$ cat src/verilog/dpc_pkg.sv
// constants, types and register map of the dram mode-exit controller
package dpc_pkg;
  // clock and interval figures, times in ns
  localparam int CLK_NS        = 50;
  localparam int CKMPX_NS      = 200;
  localparam int XMPLH_NS      = 100;
  localparam int XMP_NS        = 1000;
  localparam int XMP_DLL_NS    = 20000;
  localparam int MRD_PDA_NS    = 10;
  // least times, rounded up to whole cycles
  localparam int CKMPX_CYC     = (CKMPX_NS + CLK_NS - 1) / CLK_NS;
  localparam int XMPLH_CYC     = (XMPLH_NS + CLK_NS - 1) / CLK_NS;
  localparam int XMP_CYC       = (XMP_NS + CLK_NS - 1) / CLK_NS;
  localparam int XMP_DLL_CYC   = (XMP_DLL_NS + CLK_NS - 1) / CLK_NS;
  localparam int MRD_PDA_CYC   = (MRD_PDA_NS + CLK_NS - 1) / CLK_NS;
  // 3.5 clocks of mrs spacing rounded up, and the data burst in clocks
  localparam int SPACE_EXTRA_CK = 4;
  localparam int BURST_CK       = 4;
  localparam int TW             = 16;

  // register byte offsets
  localparam logic [7:0] REG_CTRL   = 8'h00;
  localparam logic [7:0] REG_MRS    = 8'h04;
  localparam logic [7:0] REG_CFG    = 8'h08;
  localparam logic [7:0] REG_STATUS = 8'h0c;

  // control bits (write-only pulses)
  localparam int CTRL_PARK = 0;
  localparam int CTRL_EXIT = 1;
  localparam int CTRL_MRS  = 2;
  // mrs register fields
  localparam int MRS_ADDR_LSB = 0;
  localparam int MRS_ADDR_W   = 14;
  localparam int MRS_SEL_LSB  = 14;
  localparam int MRS_SKIP     = 17;
  localparam int MRS_NEED_DLL = 18;
  // config register fields
  localparam int CFG_LAT_LSB  = 0;
  localparam int CFG_LAT_W    = 6;
  localparam int CFG_WL_DONE  = 6;
  localparam int CFG_NOM_TERM = 7;
  // status bits
  localparam int ST_IDLE     = 0;
  localparam int ST_PARKED   = 1;
  localparam int ST_XMP_DONE = 2;
  localparam int ST_DLL_OK   = 3;
  localparam int ST_PDA      = 4;
  localparam int ST_VREF_SET = 5;
  localparam int ST_ERR_REF  = 6;
  localparam int ST_ERR_RES  = 7;

  // mode register numbers and bits
  localparam logic [2:0] MR_PDA      = 3'h3;
  localparam int         PDA_BIT     = 4;
  localparam logic [2:0] MR_VREF     = 3'h6;
  localparam int         VREF_EN_BIT = 7;
  localparam logic [5:0] VREF_MAX    = 6'h32;

  typedef enum logic [3:0] {
    S_IDLE      = 4'h0,
    S_PARK      = 4'h1,
    S_WAKE_CK   = 4'h2,
    S_WAKE_HOLD = 4'h3,
    S_WAKE_DES  = 4'h4,
    S_MRS_CMD   = 4'h5,
    S_MRS_GAP   = 4'h6
  } dpc_state_e;

  typedef enum logic [1:0] {
    CMD_DES = 2'h0,
    CMD_NOP = 2'h1,
    CMD_MRS = 2'h2
  } dpc_cmd_e;
endpackage

$ cat src/verilog/dpc_tmr_if.sv
// load and count signals between the controller and a down timer
`timescale 1ns/10ps
interface dpc_tmr_if;
  import dpc_pkg::*;
  logic          load;
  logic [TW-1:0] value;
  logic [TW-1:0] count;
  logic          done;
  modport ctl (output load, output value, input count, input done);
  modport tmr (input load, input value, output count, output done);
endinterface

$ cat src/verilog/dpc_timer.sv
// down counter that loads a cycle count and flags zero
`timescale 1ns/10ps
module dpc_timer
  import dpc_pkg::*;
(
  input wire logic pclk,
  input wire logic presetn,
  dpc_tmr_if.tmr   t
);
  logic [TW-1:0] count;

  assign t.count = count;
  assign t.done  = (count == '0);

  always_ff @(posedge pclk or negedge presetn) begin
    if (!presetn) begin
      count <= '0;
    end else if (t.load) begin
      count <= t.value;
    end else if (count != '0) begin
      count <= count - 1'b1;
    end
  end
endmodule

$ cat src/verilog/dpc_ctrl.sv
// apb-controlled driver for power-save exit, per-device mrs and vref
//
// Overview of operation
// - cs_n low at cke rising edge exits
// - clock restarted and stable before cke rises
// - nop during hold window, then des
// - commands wait for exit or dll interval
// - dq0 held steady over whole burst
// - write leveling before enabling per-device mode
// - only mrs issued in per-device mode; a park there is not refused, and its exit drives nop with cs_n low
// - mrs spacing latency plus 3.5 plus delay
// - exit per-device mode with dq0 low
// - termination follows odt pin in per-device mode
// - vref has no default, must be programmed
`timescale 1ns/10ps
module dpc_ctrl
  import dpc_pkg::*;
#(
  parameter int DLL_CYC = XMP_DLL_CYC
)
(
  input  wire logic        pclk,
  input  wire logic        presetn,
  input  wire logic        psel,
  input  wire logic        penable,
  input  wire logic        pwrite,
  input  wire logic [7:0]  paddr,
  input  wire logic [31:0] pwdata,
  output logic      [31:0] prdata,
  output logic             pready,
  output logic             pslverr,
  output logic             ck_en,
  output logic             cke,
  output logic             cs_n,
  output logic      [1:0]  cmd,
  output logic      [2:0]  mr_sel,
  output logic      [13:0] mr_addr,
  output logic             dq0_out,
  output logic             dq0_oe,
  output logic             dqs_out,
  output logic             dqs_oe,
  output logic             odt
);
  dpc_tmr_if  seq_t ();
  dpc_tmr_if  dll_t ();
  dpc_timer u_seq (.pclk(pclk), .presetn(presetn), .t(seq_t.tmr));
  dpc_timer u_dll (.pclk(pclk), .presetn(presetn), .t(dll_t.tmr));

  dpc_state_e  state;
  dpc_state_e  next_state;
  logic [31:0] mrs_reg;
  logic [7:0]  cfg_reg;
  logic        parked;
  logic        xmp_done;
  logic        dll_ok;
  logic        pda_on;
  logic        gap_pda;
  logic        vref_set;
  logic        err_ref;
  logic        err_res;

  // apb decode; pready is a plain flip-flop set from the setup phase, so no wait state
  wire         acc      = psel & penable & pready;
  wire         wr       = acc & pwrite;
  wire         hit_ctrl = (paddr == REG_CTRL);
  wire         hit_mrs  = (paddr == REG_MRS);
  wire         hit_cfg  = (paddr == REG_CFG);
  wire         hit_st   = (paddr == REG_STATUS);
  wire         mapped   = hit_ctrl | hit_mrs | hit_cfg | hit_st;
  wire         go_park  = wr & hit_ctrl & pwdata[CTRL_PARK];
  wire         go_exit  = wr & hit_ctrl & pwdata[CTRL_EXIT];
  wire         go_mrs   = wr & hit_ctrl & pwdata[CTRL_MRS];
  wire         st_clr   = wr & hit_st;
  wire         is_idle  = (state == S_IDLE);

  wire [13:0]  m_addr   = mrs_reg[MRS_ADDR_LSB +: MRS_ADDR_W];
  wire [2:0]   m_sel    = mrs_reg[MRS_SEL_LSB +: 3];
  wire         m_skip   = mrs_reg[MRS_SKIP];
  wire         m_dll    = mrs_reg[MRS_NEED_DLL];
  wire [5:0]   lat      = cfg_reg[CFG_LAT_LSB +: CFG_LAT_W];
  wire         wl_done  = cfg_reg[CFG_WL_DONE];
  wire         nom_term = cfg_reg[CFG_NOM_TERM];

  // checks on a queued mrs before it leaves
  wire vref_bad = (m_sel == MR_VREF) && (m_addr[5:0] > VREF_MAX);
  wire pda_early = (m_sel == MR_PDA) && m_addr[PDA_BIT] && !wl_done;
  wire dll_early = m_dll && !dll_ok;
  wire mrs_ok   = is_idle && xmp_done && !vref_bad && !pda_early
                  && !dll_early;
  wire mrs_bad  = go_mrs && !mrs_ok;
  wire exit_bad = go_exit && (state != S_PARK);
  wire park_bad = go_park && !is_idle;
  // leaving per-device mode must always reach every device
  wire pda_exit = (m_sel == MR_PDA) && !m_addr[PDA_BIT];
  wire dq_level = m_skip && !pda_exit;

  // data burst window counted back from the end of the mrs gap
  wire [TW-1:0] gap_cnt = TW'(lat) + TW'(SPACE_EXTRA_CK)
                          + TW'(MRD_PDA_CYC);
  wire in_burst = (state == S_MRS_GAP) && gap_pda
                  && (seq_t.count > TW'(MRD_PDA_CYC))
                  && (seq_t.count <= TW'(MRD_PDA_CYC + BURST_CK));
  wire mrs_lands = (state == S_MRS_CMD) && !(pda_on && dq_level);

  wire [31:0] status = {24'h0, err_res, err_ref, vref_set, pda_on,
                        dll_ok, xmp_done, parked, is_idle};
  wire [31:0] rd_mux = hit_mrs ? mrs_reg :
                       hit_cfg ? {24'h0, cfg_reg} :
                       hit_st  ? status : 32'h0;

  // sequencer; timers loaded at the moment a stage begins
  always_comb begin
    next_state    = state;
    seq_t.load    = 1'b0;
    seq_t.value   = '0;
    dll_t.load    = 1'b0;
    dll_t.value   = '0;
    case (state)
      S_IDLE: begin
        if (go_park) begin
          next_state = S_PARK;
        end else if (go_mrs && mrs_ok) begin
          next_state = S_MRS_CMD;
        end
      end
      S_PARK: begin
        if (go_exit) begin
          next_state  = S_WAKE_CK;
          seq_t.load  = 1'b1;
          seq_t.value = TW'(CKMPX_CYC);
        end
      end
      S_WAKE_CK: begin
        if (seq_t.done) begin
          next_state  = S_WAKE_HOLD;
          seq_t.load  = 1'b1;
          seq_t.value = TW'(XMPLH_CYC);
          dll_t.load  = 1'b1;
          dll_t.value = TW'(DLL_CYC);
        end
      end
      S_WAKE_HOLD: begin
        if (seq_t.done) begin
          next_state  = S_WAKE_DES;
          seq_t.load  = 1'b1;
          seq_t.value = TW'(XMP_CYC - XMPLH_CYC);
        end
      end
      S_WAKE_DES: begin
        if (seq_t.done) begin
          next_state = S_IDLE;
        end
      end
      S_MRS_CMD: begin
        next_state  = S_MRS_GAP;
        seq_t.load  = 1'b1;
        seq_t.value = pda_on ? gap_cnt : TW'(MRD_PDA_CYC);
      end
      S_MRS_GAP: begin
        if (seq_t.done) begin
          next_state = S_IDLE;
        end
      end
      default: begin
        next_state = S_IDLE;
      end
    endcase
  end

  // pin levels per state; parity pins do not exist here
  wire       n_ck_en = !(next_state == S_PARK);
  wire       n_cke   = !(next_state == S_PARK || next_state == S_WAKE_CK);
  wire       n_hold  = (next_state == S_WAKE_CK)
                       || (next_state == S_WAKE_HOLD);
  wire       n_mrs   = (next_state == S_MRS_CMD);
  wire       n_cs_n  = !(n_hold || n_mrs);
  wire [1:0] n_cmd   = n_mrs ? CMD_MRS :
                       (next_state == S_WAKE_HOLD) ? CMD_NOP : CMD_DES;

  always_ff @(posedge pclk or negedge presetn) begin
    if (!presetn) begin
      state <= S_IDLE;
      ck_en <= 1'b1;
      cke   <= 1'b1;
      cs_n  <= 1'b1;
      cmd   <= CMD_DES;
    end else begin
      state <= next_state;
      ck_en <= n_ck_en;
      cke   <= n_cke;
      cs_n  <= n_cs_n;
      cmd   <= n_cmd;
    end
  end

  // mrs address and data pins; odt follows the burst when nom_term is set
  always_ff @(posedge pclk or negedge presetn) begin
    if (!presetn) begin
      mr_sel  <= '0;
      mr_addr <= '0;
      dq0_out <= 1'b0;
      dq0_oe  <= 1'b0;
      dqs_out <= 1'b0;
      dqs_oe  <= 1'b0;
      odt     <= 1'b0;
    end else begin
      mr_sel  <= m_sel;
      mr_addr <= m_addr;
      dq0_out <= dq_level;
      dq0_oe  <= in_burst;
      dqs_out <= in_burst && !dqs_out;
      dqs_oe  <= in_burst;
      odt     <= in_burst && nom_term;
    end
  end

  // registers written from the bus; mrs frozen while busy
  always_ff @(posedge pclk or negedge presetn) begin
    if (!presetn) begin
      mrs_reg <= '0;
      cfg_reg <= '0;
    end else begin
      if (wr && hit_mrs && is_idle) begin
        mrs_reg <= pwdata;
      end
      if (wr && hit_cfg) begin
        cfg_reg <= pwdata[7:0];
      end
    end
  end

  // mode tracking; vref known only once an mr6 write lands
  always_ff @(posedge pclk or negedge presetn) begin
    if (!presetn) begin
      parked   <= 1'b0;
      xmp_done <= 1'b1;
      dll_ok   <= 1'b1;
      pda_on   <= 1'b0;
      vref_set <= 1'b0;
      gap_pda  <= 1'b0;
    end else begin
      parked   <= (next_state == S_PARK);
      gap_pda  <= (state == S_MRS_CMD) ? pda_on : gap_pda;
      xmp_done <= (state == S_PARK) ? 1'b0 :
                  (state == S_WAKE_DES && seq_t.done) ? 1'b1 : xmp_done;
      dll_ok   <= (state == S_PARK || state == S_WAKE_CK) ? 1'b0 :
                  dll_t.done ? 1'b1 : dll_ok;
      if (mrs_lands && m_sel == MR_PDA) begin
        pda_on <= m_addr[PDA_BIT];
      end
      if (mrs_lands && m_sel == MR_VREF) begin
        vref_set <= 1'b1;
      end
    end
  end

  // sticky errors; a new error wins over a clear in the same cycle
  always_ff @(posedge pclk or negedge presetn) begin
    if (!presetn) begin
      err_ref <= 1'b0;
      err_res <= 1'b0;
    end else begin
      err_ref <= (mrs_bad && !vref_bad) || exit_bad || park_bad
                 || (err_ref && !(st_clr && pwdata[ST_ERR_REF]));
      err_res <= (go_mrs && vref_bad)
                 || (err_res && !(st_clr && pwdata[ST_ERR_RES]));
    end
  end

  always_ff @(posedge pclk or negedge presetn) begin
    if (!presetn) begin
      pready  <= 1'b0;
      pslverr <= 1'b0;
      prdata  <= '0;
    end else begin
      pready  <= psel && !penable && !pready;
      pslverr <= psel && !penable && !mapped;
      prdata  <= rd_mux;
    end
  end
endmodule

$ cat config.mk
export PLATFORM = sky130hd
export DESIGN_NAME = dpc_ctrl
export DESIGN_NICKNAME = d
export VERILOG_FILES = /design/src/verilog/dpc_pkg.sv /design/src/verilog/dpc_tmr_if.sv /design/src/verilog/dpc_timer.sv /design/src/verilog/dpc_ctrl.sv
export SDC_FILE = /design/constraint.sdc
export NUM_CORES = 1
export LEC_CHECK = 0
export BUFFER_PORTS_ARGS = -buffer_cell sky130_fd_sc_hd__buf_4
export CORE_UTILIZATION = 50
export DETAILED_ROUTE_END_ITERATION = 10
export HOLD_SLACK_MARGIN = 0.1
export PLACE_DENSITY = 0.84
export RECOVER_POWER = 100
export SYNTH_ARGS = -nofsm -noshare
export SYNTH_HDL_FRONTEND = slang
export SYNTH_SLANG_ARGS = --single-unit
$ cat constraint.sdc
create_clock -name pclk -period 2.2 [get_ports pclk]
set_input_delay 0.44 -clock pclk [delete_from_list [all_inputs] [get_ports pclk]]
set_output_delay 0.44 -clock pclk [all_outputs]
set_load 0.02 [all_outputs]
* Word level (Yosys, flattened, before mapping)
Index checks and enable logic that the tools add are counted.
** Cells by class
- Add/sub/neg operators :: 4
- Order comparisons :: 3
- Equal/unequal tests :: 16
- Multiplexer cells :: 31
- Bitwise gates (word level) :: 11
- Reduce and logical (&&, ||, !) cells :: 75
** Operators by type and width (count)
- $mux W16 :: 5
- $logic_and A1 B1 Y1 :: 36
- $logic_not A16 Y1 :: 2
- $mux W32 :: 1
- $pmux W8 S4 :: 1
- $reduce_bool A16 Y1 :: 2
- $sub A16 B1 Y16 const B :: 2
- $mux W4 :: 6
- $mux W8 :: 3
- $pmux W4 S6 :: 1
- $logic_not A1 Y1 :: 19
- $eq A4 B2 Y1 const B :: 4
- $eq A4 B3 Y1 const B :: 4
- $eq A8 B4 Y1 const B :: 2
- $gt A16 B1 Y1 const B :: 1
- $le A16 B3 Y1 const B :: 1
- $mux W9 :: 1
- $add A7 B1 Y8 const B :: 1
- $and A1 B1 Y1 :: 8
- $eq A4 B1 Y1 const B :: 2
- $eq A8 B3 Y1 const B :: 1
- $logic_not A8 Y1 :: 1
- $logic_or A1 B1 Y1 :: 8
- $mux W1 :: 8
- other kinds (13) :: 20
** Word-level totals
- Bits in registers :: 144
- Input bits :: 45
- Logic and storage cells :: 166

* Depth between registers and ports, before layout
- Depth in word-level cells :: 14
- Depth in mapped cells :: 9

* Modules after synthesis
A second synthesis with hierarchy kept.
** Second synthesis, totals
- Cells, all modules :: 539
- Area total of the unflattened synthesis :: 6565.0 um^2
** By module, submodules not included
- dpc_ctrl :: times used 1, cells an instance 331, area an instance 4553.1 um^2, seq. area each 2808.9 um^2
- dpc_timer :: times used 2, cells an instance 104, area an instance 1006.0 um^2, seq. area each 400.4 um^2

* Worst setup path before layout
OpenSTA, ideal clock, no wires.
- Kind :: input -> register
- Start point :: in paddr[1]
- End point :: reg mrs_reg[0]
- Library setup time :: 125 ps
- Arrival :: 2248 ps
- Required time :: 2075 ps
- Path slack :: -173 ps
- Stages :: 7
- Buffers on the path :: 2
- Cell sequence :: or4_4 or3_4 nor3_4 and3_1 buf_6 buf_12 mux2_4
** Between the ends
- Cells in the longest elaborated chain, start to end :: 3
** Ends and longest elaborated chain
- from (decl) :: RTL line dpc_ctrl.sv:27 : input wire logic [7:0] paddr,
- $eq A8 B3 Y1 :: RTL line dpc_ctrl.sv:66 : wire hit_mrs = (paddr == REG_MRS);
- $logic_and A1 B1 Y1 (2 in a row) :: RTL line dpc_ctrl.sv:223 : if (wr && hit_mrs && is_idle) begin
- to (signal assigned) :: RTL line dpc_ctrl.sv:224 : mrs_reg <= pwdata;
- to (decl) :: RTL line dpc_ctrl.sv:51 : logic [31:0] mrs_reg;
No other way between the ends.
A chain may end at the register's enable or synchronous reset.

* Final worst setup path
- Start point :: in paddr[1]
- End point :: reg cfg_reg[0]
** Between the ends
- Cells in the longest elaborated chain, start to end :: 2
** Ends and longest elaborated chain
- $eq A8 B4 Y1 :: RTL line dpc_ctrl.sv:67 : wire hit_cfg = (paddr == REG_CFG);
- $logic_and A1 B1 Y1 :: RTL line dpc_ctrl.sv:226 : if (wr && hit_cfg) begin
- to (signal assigned) :: RTL line dpc_ctrl.sv:227 : cfg_reg <= pwdata[7:0];
- to (decl) :: RTL line dpc_ctrl.sv:52 : logic [7:0] cfg_reg;
No other way between the ends.

==> results.toml <==
[outcome]
status = "finished, final reports clean"

[worst_hold_path]
hold_path_class = "in2reg"

[timing]
max-slew-margin-rel_pct = 17.7
rsz0062_at_grt = "true"
holdWs_ns = 0.236
hold_viol = 0
final-max-slew-violation-count = 0
setup_viol = 0
finalClockSkew_ns = 0.00586
min_period_ns = 2.15
max_slew.worst_pin.slew_ns = 1.23
max_freq_mhz = 466
post-route-period-util_pct = 97.5

[route]
drcViolationCount = 0
via_count = 4406
finalWirelength_um = 13800
drt_iter0_drc = 457
wl_per_cell_um = 17.1
via_per_inst = 5.46
drt.antenna.violating_nets = 0
drt_pass1_iterations = 4

[clock_tree]
cts.path.max_buffers = 2
clkSlewWorstSetupHoldPaths_ns = 0.06
cts_tree = "built"
clk_latency_ns = 0.43
ctsRootBufferMaster = "clkbuf_16"
cts_buffers = 17
cts_setup_buffers = 0
cts_sinks = 144
h-tree-depth = 4

[logic_synthesis]
synth_area_um2 = 6170
ys_types = 58
synth.area.top_cells = "dfrtp_1 56%, mux2_4 7.3%, nor2_1 3.0%"
synth_seq_area_share_pct = 58.5
synthCells = 513
syn_avg_cell_area_um2 = 12.0
synth.ff_latch_count = 144
synth_top_area_cell = "dfrtp_1"
yosys.area.top_type_share_pct = 56.4
synth_edf_count = 0
async_reset_ff_share_pct = 100
synth_ff_type = "dfrtp_1"
yosysMostFrequentCell = "dfrtp_1"
syn_nets = 562
yosys_warnings = 0
synth_commonest_cells = "139 x dfrtp_1, 49 x nor2_1, 30 x mux2_4, 30 x nand2_1, 28 x a21oi_1"

[die]
core_region_area_um2 = 12000
die_w_um = 113
start_util_pct = 51.4
pin_count = 106
rows = 40
die-area_um2 = 12800
fp.dieH_um = 113

[final_layout]
drive_gt1_share_pct = 24.2
final_nets = 697
syn2layout_area_growth_pct = 23.0
fin_cells = 807
fill_cells = 971
register_area_um2 = 3610
multiInputGateArea_um2 = 2390
finalInstanceArea_um2 = 7590
finish.utilization_pct = 63.2
antennaDiodeCount = 0

[pwr]
p_leak_nw = 3.66
power_density_nw_per_um2 = 741
design_power_total_mw = 5.63
vdd_drop_max_mv = 0.417

[placed_design]
routabilityCongestion = 0.873
placed_cells_incl_taps = 775
numPortBuffers = 105
placed_cell_area_um2 = 7300
hpwl_um = 9590

[global_routing]
antenna_found_initial = 0
grt.total_usage_pct = 23.3
grt_pass1_vias = 4421
grt_first_pass_wirelength_um = 22500
grt_max_degree = 54
grt_overflow = 0

[setup_path]
crit_required_ns = 2.51
end_kind = "flop"
criticalPathCategory = "in2reg"
cp_max_fo = 11
start_kind = "input pin"
r2r_slack_ns = 0.09
crit_arrival_ns = 2.46

[job]
cap_violations = 0
==> cell usage in the layout (no fill, tap or decap), types with 6 or more instances in the layout <==
cell type,Yosys,routed
buf_4,1,61
inv_1,11,11
and2_0,0,9
xnor2_1,14,14
nor2b_1,10,10
nand3b_1,6,6
clkbuf_1,12,66
and2_1,25,16
a21oi_1,28,28
nand2b_1,8,8
mux2i_1,9,9
nand2_1,30,30
dfrtp_1,139,139
clkbuf_16,0,17
xor2_1,11,11
nor3_1,14,15
mux2_4,30,30
o21ai_0,15,15
nor4_1,10,8
or3_1,12,13
mux2_2,11,11
nor2_1,49,49
==> metrics by stage <==
step	TNS, ns	setup slack, ns
after floorplan	-5.69	-0.173
after global placement	-9.09	-0.256
after detailed placement	-10.21	-0.285
after CTS	0	0.0202
after global routing	-2.52	-0.0672
final	0	0.0546
==> final cells by class <==
class / count / share of cell area [%]
clock inverters: 12 / 1.67
repair buffers: 136 / 10.4
well taps: 147 / 2.42
multi-input cells: 338 / 31.5
clock buffers: 19 / 5.84
inverters: 11 / 0.544
flip-flops and latches: 144 / 47.6
==> worst paths after layout <==
check	to	depth (start not counted)	from
worst max-delay path	cfg_reg[0]	7	paddr[1]
worst min-delay path	mrs_reg[8]	2	pwdata[8]
worst max register to register	u_seq.t.count[7]	9	u_seq.t.count[0]
worst min register to register	mr_addr[13]	0	mrs_reg[13]
max in group asynchronous	mr_addr[8]	3	presetn
min in group asynchronous	u_dll.t.count[13]	2	presetn
==> critical path, stage by stage <==
cell,delay (ns)
clkbuf_4,0.11
or4_1,0.55
or3_1,0.35
clkbuf_1,0.25
nor3_2,0.19
clkbuf_4,0.22
mux2_2,0.35
==> where the power goes <==
part	internal (mW)	switching, mW
clock	1.61	1.18
sequential	2.66	0.00679
combinational	0.0737	0.109
==> layer usage <==
layer | share of wire [%] | track usage, % | vias to the layer above
li1 | - | - | 2040
met1 | 44 | 30.4 | 2198
met2 | 49 | 37.1 | 143
met3 | 4.8 | 5.78 | 25
met4 | 2.1 | 10.3 | 0
met5 | 0 | 0 | -
==> cells by family after synthesis <==
group	synth area share [%]
AO/OA/AOI/OAI	6.47
XOR/XNOR	3.55
adder cells (fa/ha/maj)	0.811
buffers and inverters	2.90
flip-flops	58.5
multiplexers	10.8
other	0.0608
AND/OR/NAND/NOR	17.0
==> what timing repair did <==
item / 4_1_cts / 5_1_grt
endpoints found under the setup margin: 2 / 17
hold buffers: 1 / 0
resized for setup: 1 / 6
hold endpoints to repair: 46 / 0
(Power assumes the default switching activity.)
